`config.mk`:
```
export PLATFORM = sky130hd
export DESIGN_NAME = bcr_top
export DESIGN_NICKNAME = d
export VERILOG_FILES = /design/src/bcr_pkg.sv /design/src/bcr_top.sv /design/src/bcr_slew_bank.sv
export SDC_FILE = /design/constraint.sdc
export NUM_CORES = 1
export LEC_CHECK = 0
export ABC_CLOCK_PERIOD_IN_PS = 2300
export BUFFER_PORTS_ARGS = -buffer_cell sky130_fd_sc_hd__buf_2
export CAP_MARGIN = 20
export CORE_MARGIN = 5
export CORE_UTILIZATION = 45
export CTS_CLUSTER_SIZE = 24
export DETAILED_ROUTE_END_ITERATION = 16
export PLACE_DENSITY = 0.66
export SLEW_MARGIN = 15
export SYNTH_ARGS = -nofsm -noshare
export SYNTH_HDL_FRONTEND = slang
export SYNTH_SLANG_ARGS = --single-unit
```
`constraint.sdc`:
```
create_clock -name sys_clk -period 2.3 [get_ports sys_clk]
set_input_delay 0 -clock sys_clk [delete_from_list [all_inputs] [get_ports sys_clk]]
set_output_delay 0 -clock sys_clk [all_outputs]
set_load 0.01 [all_outputs]
```
`src/bcr_pkg.sv`:
```
// Constants and types for boost configuration and readback
package bcr_pkg;

	// ==========================================
	// Serial frame layout
	localparam int            WORD_W     = 24;
	localparam int            DATA_W     = 16;
	localparam int            PAD_W      = 8;
	localparam int            CRC_W      = 8;
	localparam int            FRAME_W    = 32;
	localparam logic [5:0]    CNT_PLAIN  = 6'h18;
	localparam logic [5:0]    CNT_CRC    = 6'h20;
	localparam int            RW_BIT     = 23;
	localparam int            ADH_BIT    = 22;
	localparam int            ADL_BIT    = 21;
	localparam int            RD_HI      = 20;
	localparam int            RD_LO      = 16;
	localparam int            REG_HI     = 20;
	localparam int            REG_LO     = 18;
	localparam int            CH_HI      = 17;
	localparam int            CH_LO      = 16;
	localparam int            SUB_HI     = 15;
	localparam int            SUB_LO     = 13;
	localparam int            CRC_EN_BIT = 12;

	// ==========================================
	// Write routing codes
	localparam logic [2:0]    REG_CTRL   = 3'h7;
	localparam logic [2:0]    SUB_SLEW   = 3'h0;
	localparam logic [2:0]    SUB_BOOST  = 3'h3;
	localparam logic [2:0]    SUB_SOFT   = 3'h4;

	// ==========================================
	// Read select codes
	localparam logic [4:0]    RD_SLEW0   = 5'h14;
	localparam logic [4:0]    RD_SLEW3   = 5'h17;
	localparam logic [4:0]    RD_STATUS  = 5'h18;
	localparam logic [4:0]    RD_BOOST   = 5'h1a;
	localparam int            ST_CRC_BIT = 11;

	// ==========================================
	// Boost control word fields, then slew word reset value and enable bit
	localparam int            COMP_BIT   = 6;
	localparam int            PH_HI      = 5;
	localparam int            PH_LO      = 4;
	localparam int            FR_HI      = 3;
	localparam int            FR_LO      = 2;
	localparam int            MV_HI      = 1;
	localparam int            MV_LO      = 0;
	localparam logic [15:0]   BOOST_RST  = 16'h0004;
	localparam logic [15:0]   SLEW_RST   = 16'h0000;
	localparam int            SLEW_EN_BIT = 12;

	// ==========================================
	// Switching rate divider from the oscillator
	localparam int            OSC_KHZ    = 13000;
	localparam int            RATE0_KHZ  = 250;
	localparam int            RATE1_KHZ  = 410;
	localparam int            RATE2_KHZ  = 650;
	localparam int            DIV_W      = 6;
	localparam logic [5:0]    DIV0 = 6'((OSC_KHZ + RATE0_KHZ / 2) / RATE0_KHZ);
	localparam logic [5:0]    DIV1 = 6'((OSC_KHZ + RATE1_KHZ / 2) / RATE1_KHZ);
	localparam logic [5:0]    DIV2 = 6'((OSC_KHZ + RATE2_KHZ / 2) / RATE2_KHZ);

	// Quarter-period offsets per channel
	localparam logic [1:0]    Q0 = 2'h0;
	localparam logic [1:0]    Q1 = 2'h1;
	localparam logic [1:0]    Q2 = 2'h2;
	localparam logic [1:0]    Q3 = 2'h3;

	typedef struct packed {
		logic       comp_ext;
		logic [1:0] phasing;
		logic [1:0] rate;
		logic [1:0] ceiling;
	} bcr_boost_cfg_t;

	typedef enum logic [1:0] {
		BCR_IDLE  = 2'b01,
		BCR_SHIFT = 2'b10
	} bcr_state_t;

endpackage

```
`src/bcr_top.sv`:
```
// Boost control decode, slew storage and serial readback engine
module bcr_top #(
	parameter int          N_CH     = 4,
	parameter logic [7:0]  CRC_POLY = 8'h07
) (
	input  wire logic                        sys_clk,
	input  wire logic                        srst,
	input  wire logic                        sclk,
	input  wire logic                        sdin,
	input  wire logic                        sync_n,
	input  wire logic                        device_addr_hi,
	input  wire logic                        device_addr_lo,
	output logic                             sdo_q,
	output logic                             sdo_oe_q,
	output bcr_pkg::bcr_boost_cfg_t          boost_cfg_q,
	output logic      [2*N_CH-1:0]           phase_q,
	output logic      [bcr_pkg::DIV_W-1:0]   div_q,
	output logic      [N_CH-1:0]             slew_en_q,
	output logic      [N_CH-1:0][15:0]       slew_words_q,
	output logic                             crc_packet_check_q
);

	// Phasing table only covers four converters
	if (N_CH != 4) begin : g_size_chk
		$error("bcr_top: phasing logic serves four channels");
	end

	// ==========================================
	// Helpers
	function automatic logic [7:0] crc8(input logic [23:0] d);
		logic [7:0] c;
		logic       fb;
		c = 8'h00;
		for (int i = 23; i >= 0; i--) begin
			fb = c[7] ^ d[i];
			c = {c[6:0], 1'b0};
			if (fb)
				c = c ^ CRC_POLY;
		end
		return c;
	endfunction

	// edge offsets per channel, D C B A
	function automatic logic [7:0] phase_map(input logic [1:0] p);
		case (p)
			2'h0:    phase_map = {bcr_pkg::Q0, bcr_pkg::Q0,
			                      bcr_pkg::Q0, bcr_pkg::Q0};
			2'h1:    phase_map = {bcr_pkg::Q2, bcr_pkg::Q2,
			                      bcr_pkg::Q0, bcr_pkg::Q0};
			2'h2:    phase_map = {bcr_pkg::Q2, bcr_pkg::Q0,
			                      bcr_pkg::Q2, bcr_pkg::Q0};
			default: phase_map = {bcr_pkg::Q3, bcr_pkg::Q2,
			                      bcr_pkg::Q1, bcr_pkg::Q0};
		endcase
	endfunction

	// ==========================================
	// Serial frame state
	bcr_pkg::bcr_state_t state_q, state_d;
	logic        sclk_q, sclk_d;
	logic [5:0]  cnt_q, cnt_d;
	logic [31:0] in_q, in_d;
	logic [31:0] out_q, out_d;
	logic        pend_q, pend_d;
	logic [4:0]  sel_q, sel_d;
	logic        crc_q, crc_d;
	logic [15:0] boost_q, boost_d;
	logic        sdo_d, sdo_oe_d;
	logic        slew_wr;
	logic [1:0]  slew_idx;
	logic [15:0] slew_rd;
	logic [N_CH-1:0][15:0] slew_words;
	logic        sclk_fall, sclk_rise;
	logic [23:0] word;
	logic [15:0] rb_data;
	logic [23:0] rb_word;

	assign sclk_fall = sclk_q & ~sclk;
	assign sclk_rise = ~sclk_q & sclk;

	bcr_slew_bank #(
		.N_CH (N_CH),
		.W    (bcr_pkg::DATA_W)
	) u_slew (
		.sys_clk   (sys_clk),
		.srst      (srst),
		.wr_en     (slew_wr),
		.wr_idx    (slew_idx),
		.wr_data   (word[15:0]),
		.rd_idx    (sel_q[1:0]),
		.rd_data_q (slew_rd),
		.words_q   (slew_words)
	);

	// Readback source for the pending select
	always_comb begin
		rb_data = 16'h0000;
		if (sel_q >= bcr_pkg::RD_SLEW0 && sel_q <= bcr_pkg::RD_SLEW3)
			rb_data = slew_rd;
		else if (sel_q == bcr_pkg::RD_BOOST)
			rb_data = boost_q;
		else if (sel_q == bcr_pkg::RD_STATUS)
			rb_data[bcr_pkg::ST_CRC_BIT] = crc_q;
		rb_word = {8'h00, rb_data};
	end

	// ==========================================
	// Frame next state
	always_comb begin
		state_d  = state_q;
		sclk_d   = sclk;
		cnt_d    = cnt_q;
		in_d     = in_q;
		out_d    = out_q;
		pend_d   = pend_q;
		sel_d    = sel_q;
		crc_d    = crc_q;
		boost_d  = boost_q;
		sdo_oe_d = 1'b0;
		slew_wr  = 1'b0;
		slew_idx = 2'h0;
		// Packet checking frames carry the word ahead of the check byte
		word = crc_q ? in_q[31:8] : in_q[23:0];
		case (state_q)
			bcr_pkg::BCR_IDLE: begin
				if (!sync_n) begin
					state_d  = bcr_pkg::BCR_SHIFT;
					cnt_d    = 6'h00;
					sdo_oe_d = 1'b1;
					if (pend_q)
						out_d = {rb_word, crc_q ? crc8(rb_word) : 8'h00};
					else
						out_d = 32'h0000_0000;
				end
			end
			bcr_pkg::BCR_SHIFT: begin
				sdo_oe_d = 1'b1;
				if (sclk_fall) begin
					in_d  = {in_q[30:0], sdin};
					cnt_d = cnt_q + 6'h01;
				end
				if (sclk_rise && cnt_q != 6'h00)
					out_d = {out_q[30:0], 1'b0};
				if (sync_n) begin
					state_d  = bcr_pkg::BCR_IDLE;
					sdo_oe_d = 1'b0;
					// Short or long frames are dropped whole
					if (cnt_q == (crc_q ? bcr_pkg::CNT_CRC
					                    : bcr_pkg::CNT_PLAIN)) begin
						pend_d = 1'b0;
						if (word[bcr_pkg::ADH_BIT] == device_addr_hi &&
						    word[bcr_pkg::ADL_BIT] == device_addr_lo) begin
							if (word[bcr_pkg::RW_BIT]) begin
								pend_d = 1'b1;
								sel_d  = word[bcr_pkg::RD_HI:bcr_pkg::RD_LO];
							end else if (word[bcr_pkg::REG_HI:bcr_pkg::REG_LO]
							             == bcr_pkg::REG_CTRL) begin
								case (word[bcr_pkg::SUB_HI:bcr_pkg::SUB_LO])
									bcr_pkg::SUB_BOOST: boost_d = word[15:0];
									bcr_pkg::SUB_SLEW: begin
										slew_wr  = 1'b1;
										slew_idx = word[bcr_pkg::CH_HI:bcr_pkg::CH_LO];
									end
									bcr_pkg::SUB_SOFT:
										crc_d = word[bcr_pkg::CRC_EN_BIT];
									default: ;
								endcase
							end
						end
					end
				end
			end
			default: state_d = bcr_pkg::BCR_IDLE;
		endcase
		sdo_d = out_d[31];
	end

	always_ff @(posedge sys_clk) begin
		if (srst) begin
			state_q  <= bcr_pkg::BCR_IDLE;
			sclk_q   <= 1'b0;
			cnt_q    <= 6'h00;
			in_q     <= 32'h0000_0000;
			out_q    <= 32'h0000_0000;
			pend_q   <= 1'b0;
			sel_q    <= 5'h00;
			crc_q    <= 1'b0;
			boost_q  <= bcr_pkg::BOOST_RST;
			sdo_q    <= 1'b0;
			sdo_oe_q <= 1'b0;
		end else begin
			state_q  <= state_d;
			sclk_q   <= sclk_d;
			cnt_q    <= cnt_d;
			in_q     <= in_d;
			out_q    <= out_d;
			pend_q   <= pend_d;
			sel_q    <= sel_d;
			crc_q    <= crc_d;
			boost_q  <= boost_d;
			sdo_q    <= sdo_d;
			sdo_oe_q <= sdo_oe_d;
		end
	end

	// ==========================================
	// Decoded settings
	bcr_pkg::bcr_boost_cfg_t cfg_d;
	logic [2*N_CH-1:0]       phase_d;
	logic [5:0]              div_d;
	logic [N_CH-1:0]         slew_en_d;

	// Reset shows the default word, not all zeros
	localparam bcr_pkg::bcr_boost_cfg_t CFG_RST =
		bcr_pkg::bcr_boost_cfg_t'(
		bcr_pkg::BOOST_RST[bcr_pkg::COMP_BIT:bcr_pkg::MV_LO]);

	always_comb begin
		// comp select straight from its bit
		cfg_d.comp_ext = boost_q[bcr_pkg::COMP_BIT];
		cfg_d.phasing  = boost_q[bcr_pkg::PH_HI:bcr_pkg::PH_LO];
		cfg_d.rate     = boost_q[bcr_pkg::FR_HI:bcr_pkg::FR_LO];
		cfg_d.ceiling  = boost_q[bcr_pkg::MV_HI:bcr_pkg::MV_LO];
		phase_d = phase_map(cfg_d.phasing);
		case (cfg_d.rate)
			2'h0:    div_d = bcr_pkg::DIV0;
			2'h2:    div_d = bcr_pkg::DIV2;
			default: div_d = bcr_pkg::DIV1;
		endcase
		for (int i = 0; i < N_CH; i++)
			slew_en_d[i] = slew_words[i][bcr_pkg::SLEW_EN_BIT];
	end

	always_ff @(posedge sys_clk) begin
		if (srst) begin
			boost_cfg_q        <= CFG_RST;
			phase_q            <= '0;
			div_q              <= bcr_pkg::DIV1;
			slew_en_q          <= '0;
			slew_words_q       <= '0;
			crc_packet_check_q <= 1'b0;
		end else begin
			boost_cfg_q        <= cfg_d;
			phase_q            <= phase_d;
			div_q              <= div_d;
			slew_en_q          <= slew_en_d;
			slew_words_q       <= slew_words;
			crc_packet_check_q <= crc_q;
		end
	end

endmodule

```
`src/bcr_slew_bank.sv`:
```
// Per-channel slew control word storage with registered read
module bcr_slew_bank #(
	parameter int N_CH = 4,
	parameter int W    = 16
) (
	input  wire logic                          sys_clk,
	input  wire logic                          srst,
	input  wire logic                          wr_en,
	input  wire logic [$clog2(N_CH)-1:0]       wr_idx,
	input  wire logic [W-1:0]                  wr_data,
	input  wire logic [$clog2(N_CH)-1:0]       rd_idx,
	output logic      [W-1:0]                  rd_data_q,
	output logic      [N_CH-1:0][W-1:0]        words_q
);

	// Index width and word width are fixed by the frame layout
	if (N_CH < 2 || W != bcr_pkg::DATA_W) begin : g_size_chk
		$error("bcr_slew_bank: unsupported size");
	end

	logic [N_CH-1:0][W-1:0] words_d;
	logic [W-1:0]           rd_data_d;

	// ==========================================
	// Next state
	always_comb begin
		words_d = words_q;
		if (wr_en)
			words_d[wr_idx] = wr_data;
		rd_data_d = words_q[rd_idx];
	end

	always_ff @(posedge sys_clk) begin
		if (srst) begin
			words_q   <= {N_CH{bcr_pkg::SLEW_RST}};
			rd_data_q <= bcr_pkg::SLEW_RST;
		end else begin
			words_q   <= words_d;
			rd_data_q <= rd_data_d;
		end
	end

endmodule

```
==> impl_metrics.ini <==
[run_status]
status = complete, no violations

[global_route]
grt_pass1_vias = 7540
antenna_found_initial = 1
grt.total_usage_pct = 18.7
grt_pass1_wl_um = 40200
grt_max_degree = 89
grt_overflow_total = 0

[critical_path]
setup.worst_path.end_class = flip-flop
path_max_fanout = 10
crit_arrival_ps = 2600
critPathRequiredTime_ps = 2690
reg2reg_from = sel_q[4]
critPathKind = flip-flop to flip-flop
crit_path_start_kind = flip-flop
startpoint = sel_q[4]

[finish]
register_area_mm2 = 0.00511
final_common_cell = dfxtp_1
area_growth_pct = 21.4
nFillCells = 2068
multi_input_area_mm2 = 0.00488
fin_nets = 1243
final_cell_mix = dfxtp_1 (248), nand2_1 (207), a21oi_1 (125)
final_cells = 1537
drive_above_1_share_pct = 23.6
diodes = 0

[place]
gp_congestion = 0.881
dp_cells = 1471
numPortBuffers = 92
dp.final_hpwl_um = 17300
place_ws_ps = -35.1

[clock_tree]
cts_buffers = 26
path_clk_slew_ps = 60
clock_path_buffers = 3
clk_latency_ps = 520
h-tree-depth = 1
clockRootBuffer = clkbuf_16
cts.sinks = 255
cts_tree = done

[logic_synthesis]
async_reset_ff_share_pct = 0
synth_top_flop_cell = dfxtp_1
ys.warnings.count = 0
synth-simple-area-share_pct = 23.0
synth_cell_types = 61
synthXorXnorAreaFrac_pct = 2.83
postSynthAreaPerCell_um2 = 9.19
syn-cell-area_mm2 = 0.0103
synthAdderAreaFrac_pct = 0.488
synth.area.mux_share_pct = 7.42
synth_edf_count = 0
synthCells = 1116
synth_top_family_by_area = simple AND/OR/NAND/NOR gates
synth_seq_cells = 255
ys_seq_area_share_pct = 49.8
synth_compound_area_share_pct = 12.0

[routing]
wl_per_cell_um = 16.5
vias_per_cell = 5.19
drt-initial-drc-count = 462
drtAntennaViolNets = 0
vias = 7978
drcViolationCount = 0
drt-total-wl_um = 25400
first_pass_iters = 5

[die]
initial_core_util_pct = 45.4
die_area_mm2 = 0.0259
die_y_um = 161
core_mm2 = 0.0226
die_w_um = 161
row_count = 55
boundaryPins = 99

[timing]
fin_crit_ps = 2210
setup_viol = 0
slew_viol_final = 0
finalHoldViolCount = 0
timing.fmax_ghz = 0.453
max-slew-margin-rel_pct = 59.4
hold_slack_ps = 164
clock-skew-final_ps = 8.47
fin_crit_sh_pct = 95.9
tightest_slew_ps = 609
setup_ws_ps = 94.4
grt_setup_unrepaired = yes
setup_tns_ps = 0

[hold_path]
hold_class = input port to flip-flop
min_from = device_addr_hi

[power]
powerDensity_mw_per_mm2 = 750
vdd_drop_max_v = 0.000580
leakagePower_nw = 4.65
finalPower_w = 0.00934

[flow_run]
max-cap-violations = 0
Yosys cell counts (4+ instances only):
cell type / instances / area share (%)
nor3b_1: 15 / 1.1
a22o_1: 6 / 0.51
mux2i_1: 22 / 2.1
buf_6: 4 / 0.44
mux4_2: 16 / 3.5
a22oi_1: 10 / 0.73
clkbuf_1: 50 / 1.8
mux2_2: 16 / 1.8
nand2b_1: 13 / 0.79
nor3_1: 14 / 0.68
ha_1: 4 / 0.49
o22ai_1: 11 / 0.67
nand3_1: 16 / 0.78
xor2_1: 6 / 0.51
a31oi_1: 8 / 0.49
nand2_1: 208 / 7.6
nor2_1: 57 / 2.1
buf_4: 19 / 1.4
and2_1: 5 / 0.30
inv_1: 8 / 0.29
a221oi_1: 5 / 0.43
buf_2: 8 / 0.39
nand3b_1: 4 / 0.29
a211oi_1: 13 / 0.95
xnor2_1: 17 / 1.5
nor2b_1: 110 / 6.7
and3_1: 5 / 0.30
dfxtp_1: 255 / 50
a21oi_1: 132 / 6.4
o21ai_0: 10 / 0.49
worst max-delay path: stages, from the launching register on:
cell and delay (ps):
dfxtp_2 350, nor4bb_4 270, buf_4 190, and2_4 160
buf_12 130, a21oi_4 60, o221ai_2 210, xor2_2 250
xor2_2 210, xnor2_1 160, o22ai_1 90
cells by family (layout without fill, tap and decap cells):
group	count (synthesis)	count (layout)
adders and majority gates	4	4
AOI/OAI and AO/OA	211	211
and+or+nand+nor	471	471
xor gates and xnor gates	28	28
other	1	6
DFF	255	255
buffers and inverters	92	223
muxes	54	54
metal layers:
| metal | global-route usage [%] | routed length, um | part of all wire, % |
|---|---|---|---|
| met5 | 0 | 0 | 0 |
| met4 | 4.77 | 547 | 2.2 |
| met3 | 2.55 | 1070 | 4.2 |
| met2 | 30.8 | 11900 | 47 |
| met1 | 26.1 | 11900 | 47 |
state kept, by name, indices dropped and copies added (netlist names):
register / count
cnt_q: 6
boost_cfg_q: 7
sel_q: 5
crc_packet_check_q: 1
slew_en_q: 3
div_q: 2
u_slew.words_q: 64
u_slew.rd_data_q: 16
sdo_oe_q: 1
sclk_q: 1
state_q: 2
slew_words_q: 61
boost_q: 16
crc_q: 1
in_q: 32
pend_q: 1
out_q: 32
phase_q: 4
power by group:
| part | leakage, nW | switching, W | internal [W] |
|---|---|---|---|
| clock network | 0.449 | 0.00171 | 0.00272 |
| registers | 2.06 | 0.0000352 | 0.00448 |
| logic | 2.14 | 0.000255 | 0.000146 |
repair_timing:
| item | 4_1_cts | 5_1_grt |
|---|---|---|
| resized for setup | 5 | 48 |
| endpoints found under the setup margin | 30 | 67 |
| gates cloned | 0 | 1 |
| hold buffers | 6 | 0 |
| hold endpoints to repair | 51 | 0 |
| setup buffers | 0 | 11 |
| pin swaps | 1 | 26 |
final timing paths:
check                    to  slack, ps  depth (start not counted)
setup reg to reg   out_q[5]         90                         10
hold / removal        crc_q        160                          7
setup / recovery   out_q[5]         90                         10
hold reg to reg   out_q[31]        450                          2
layout make-up:
type	count	share of cell area, %
inverters	8	0.241
clock inverters	8	1.00
clock buffers	40	6.38
flip-flops and latches	255	41.1
multi-input cells	774	39.2
repair buffers	167	9.23
well taps	285	2.86
through the flow:
step | area [um^2] | utilization (%)
after detailed placement | 11200 | 49.5
after floorplan | 10300 | -
after global placement | 11200 | 49.5
final | 12500 | 55.2
after CTS | 12200 | 53.9
after global routing | 12500 | 55.2
Power figures use the tool's default switching activity.
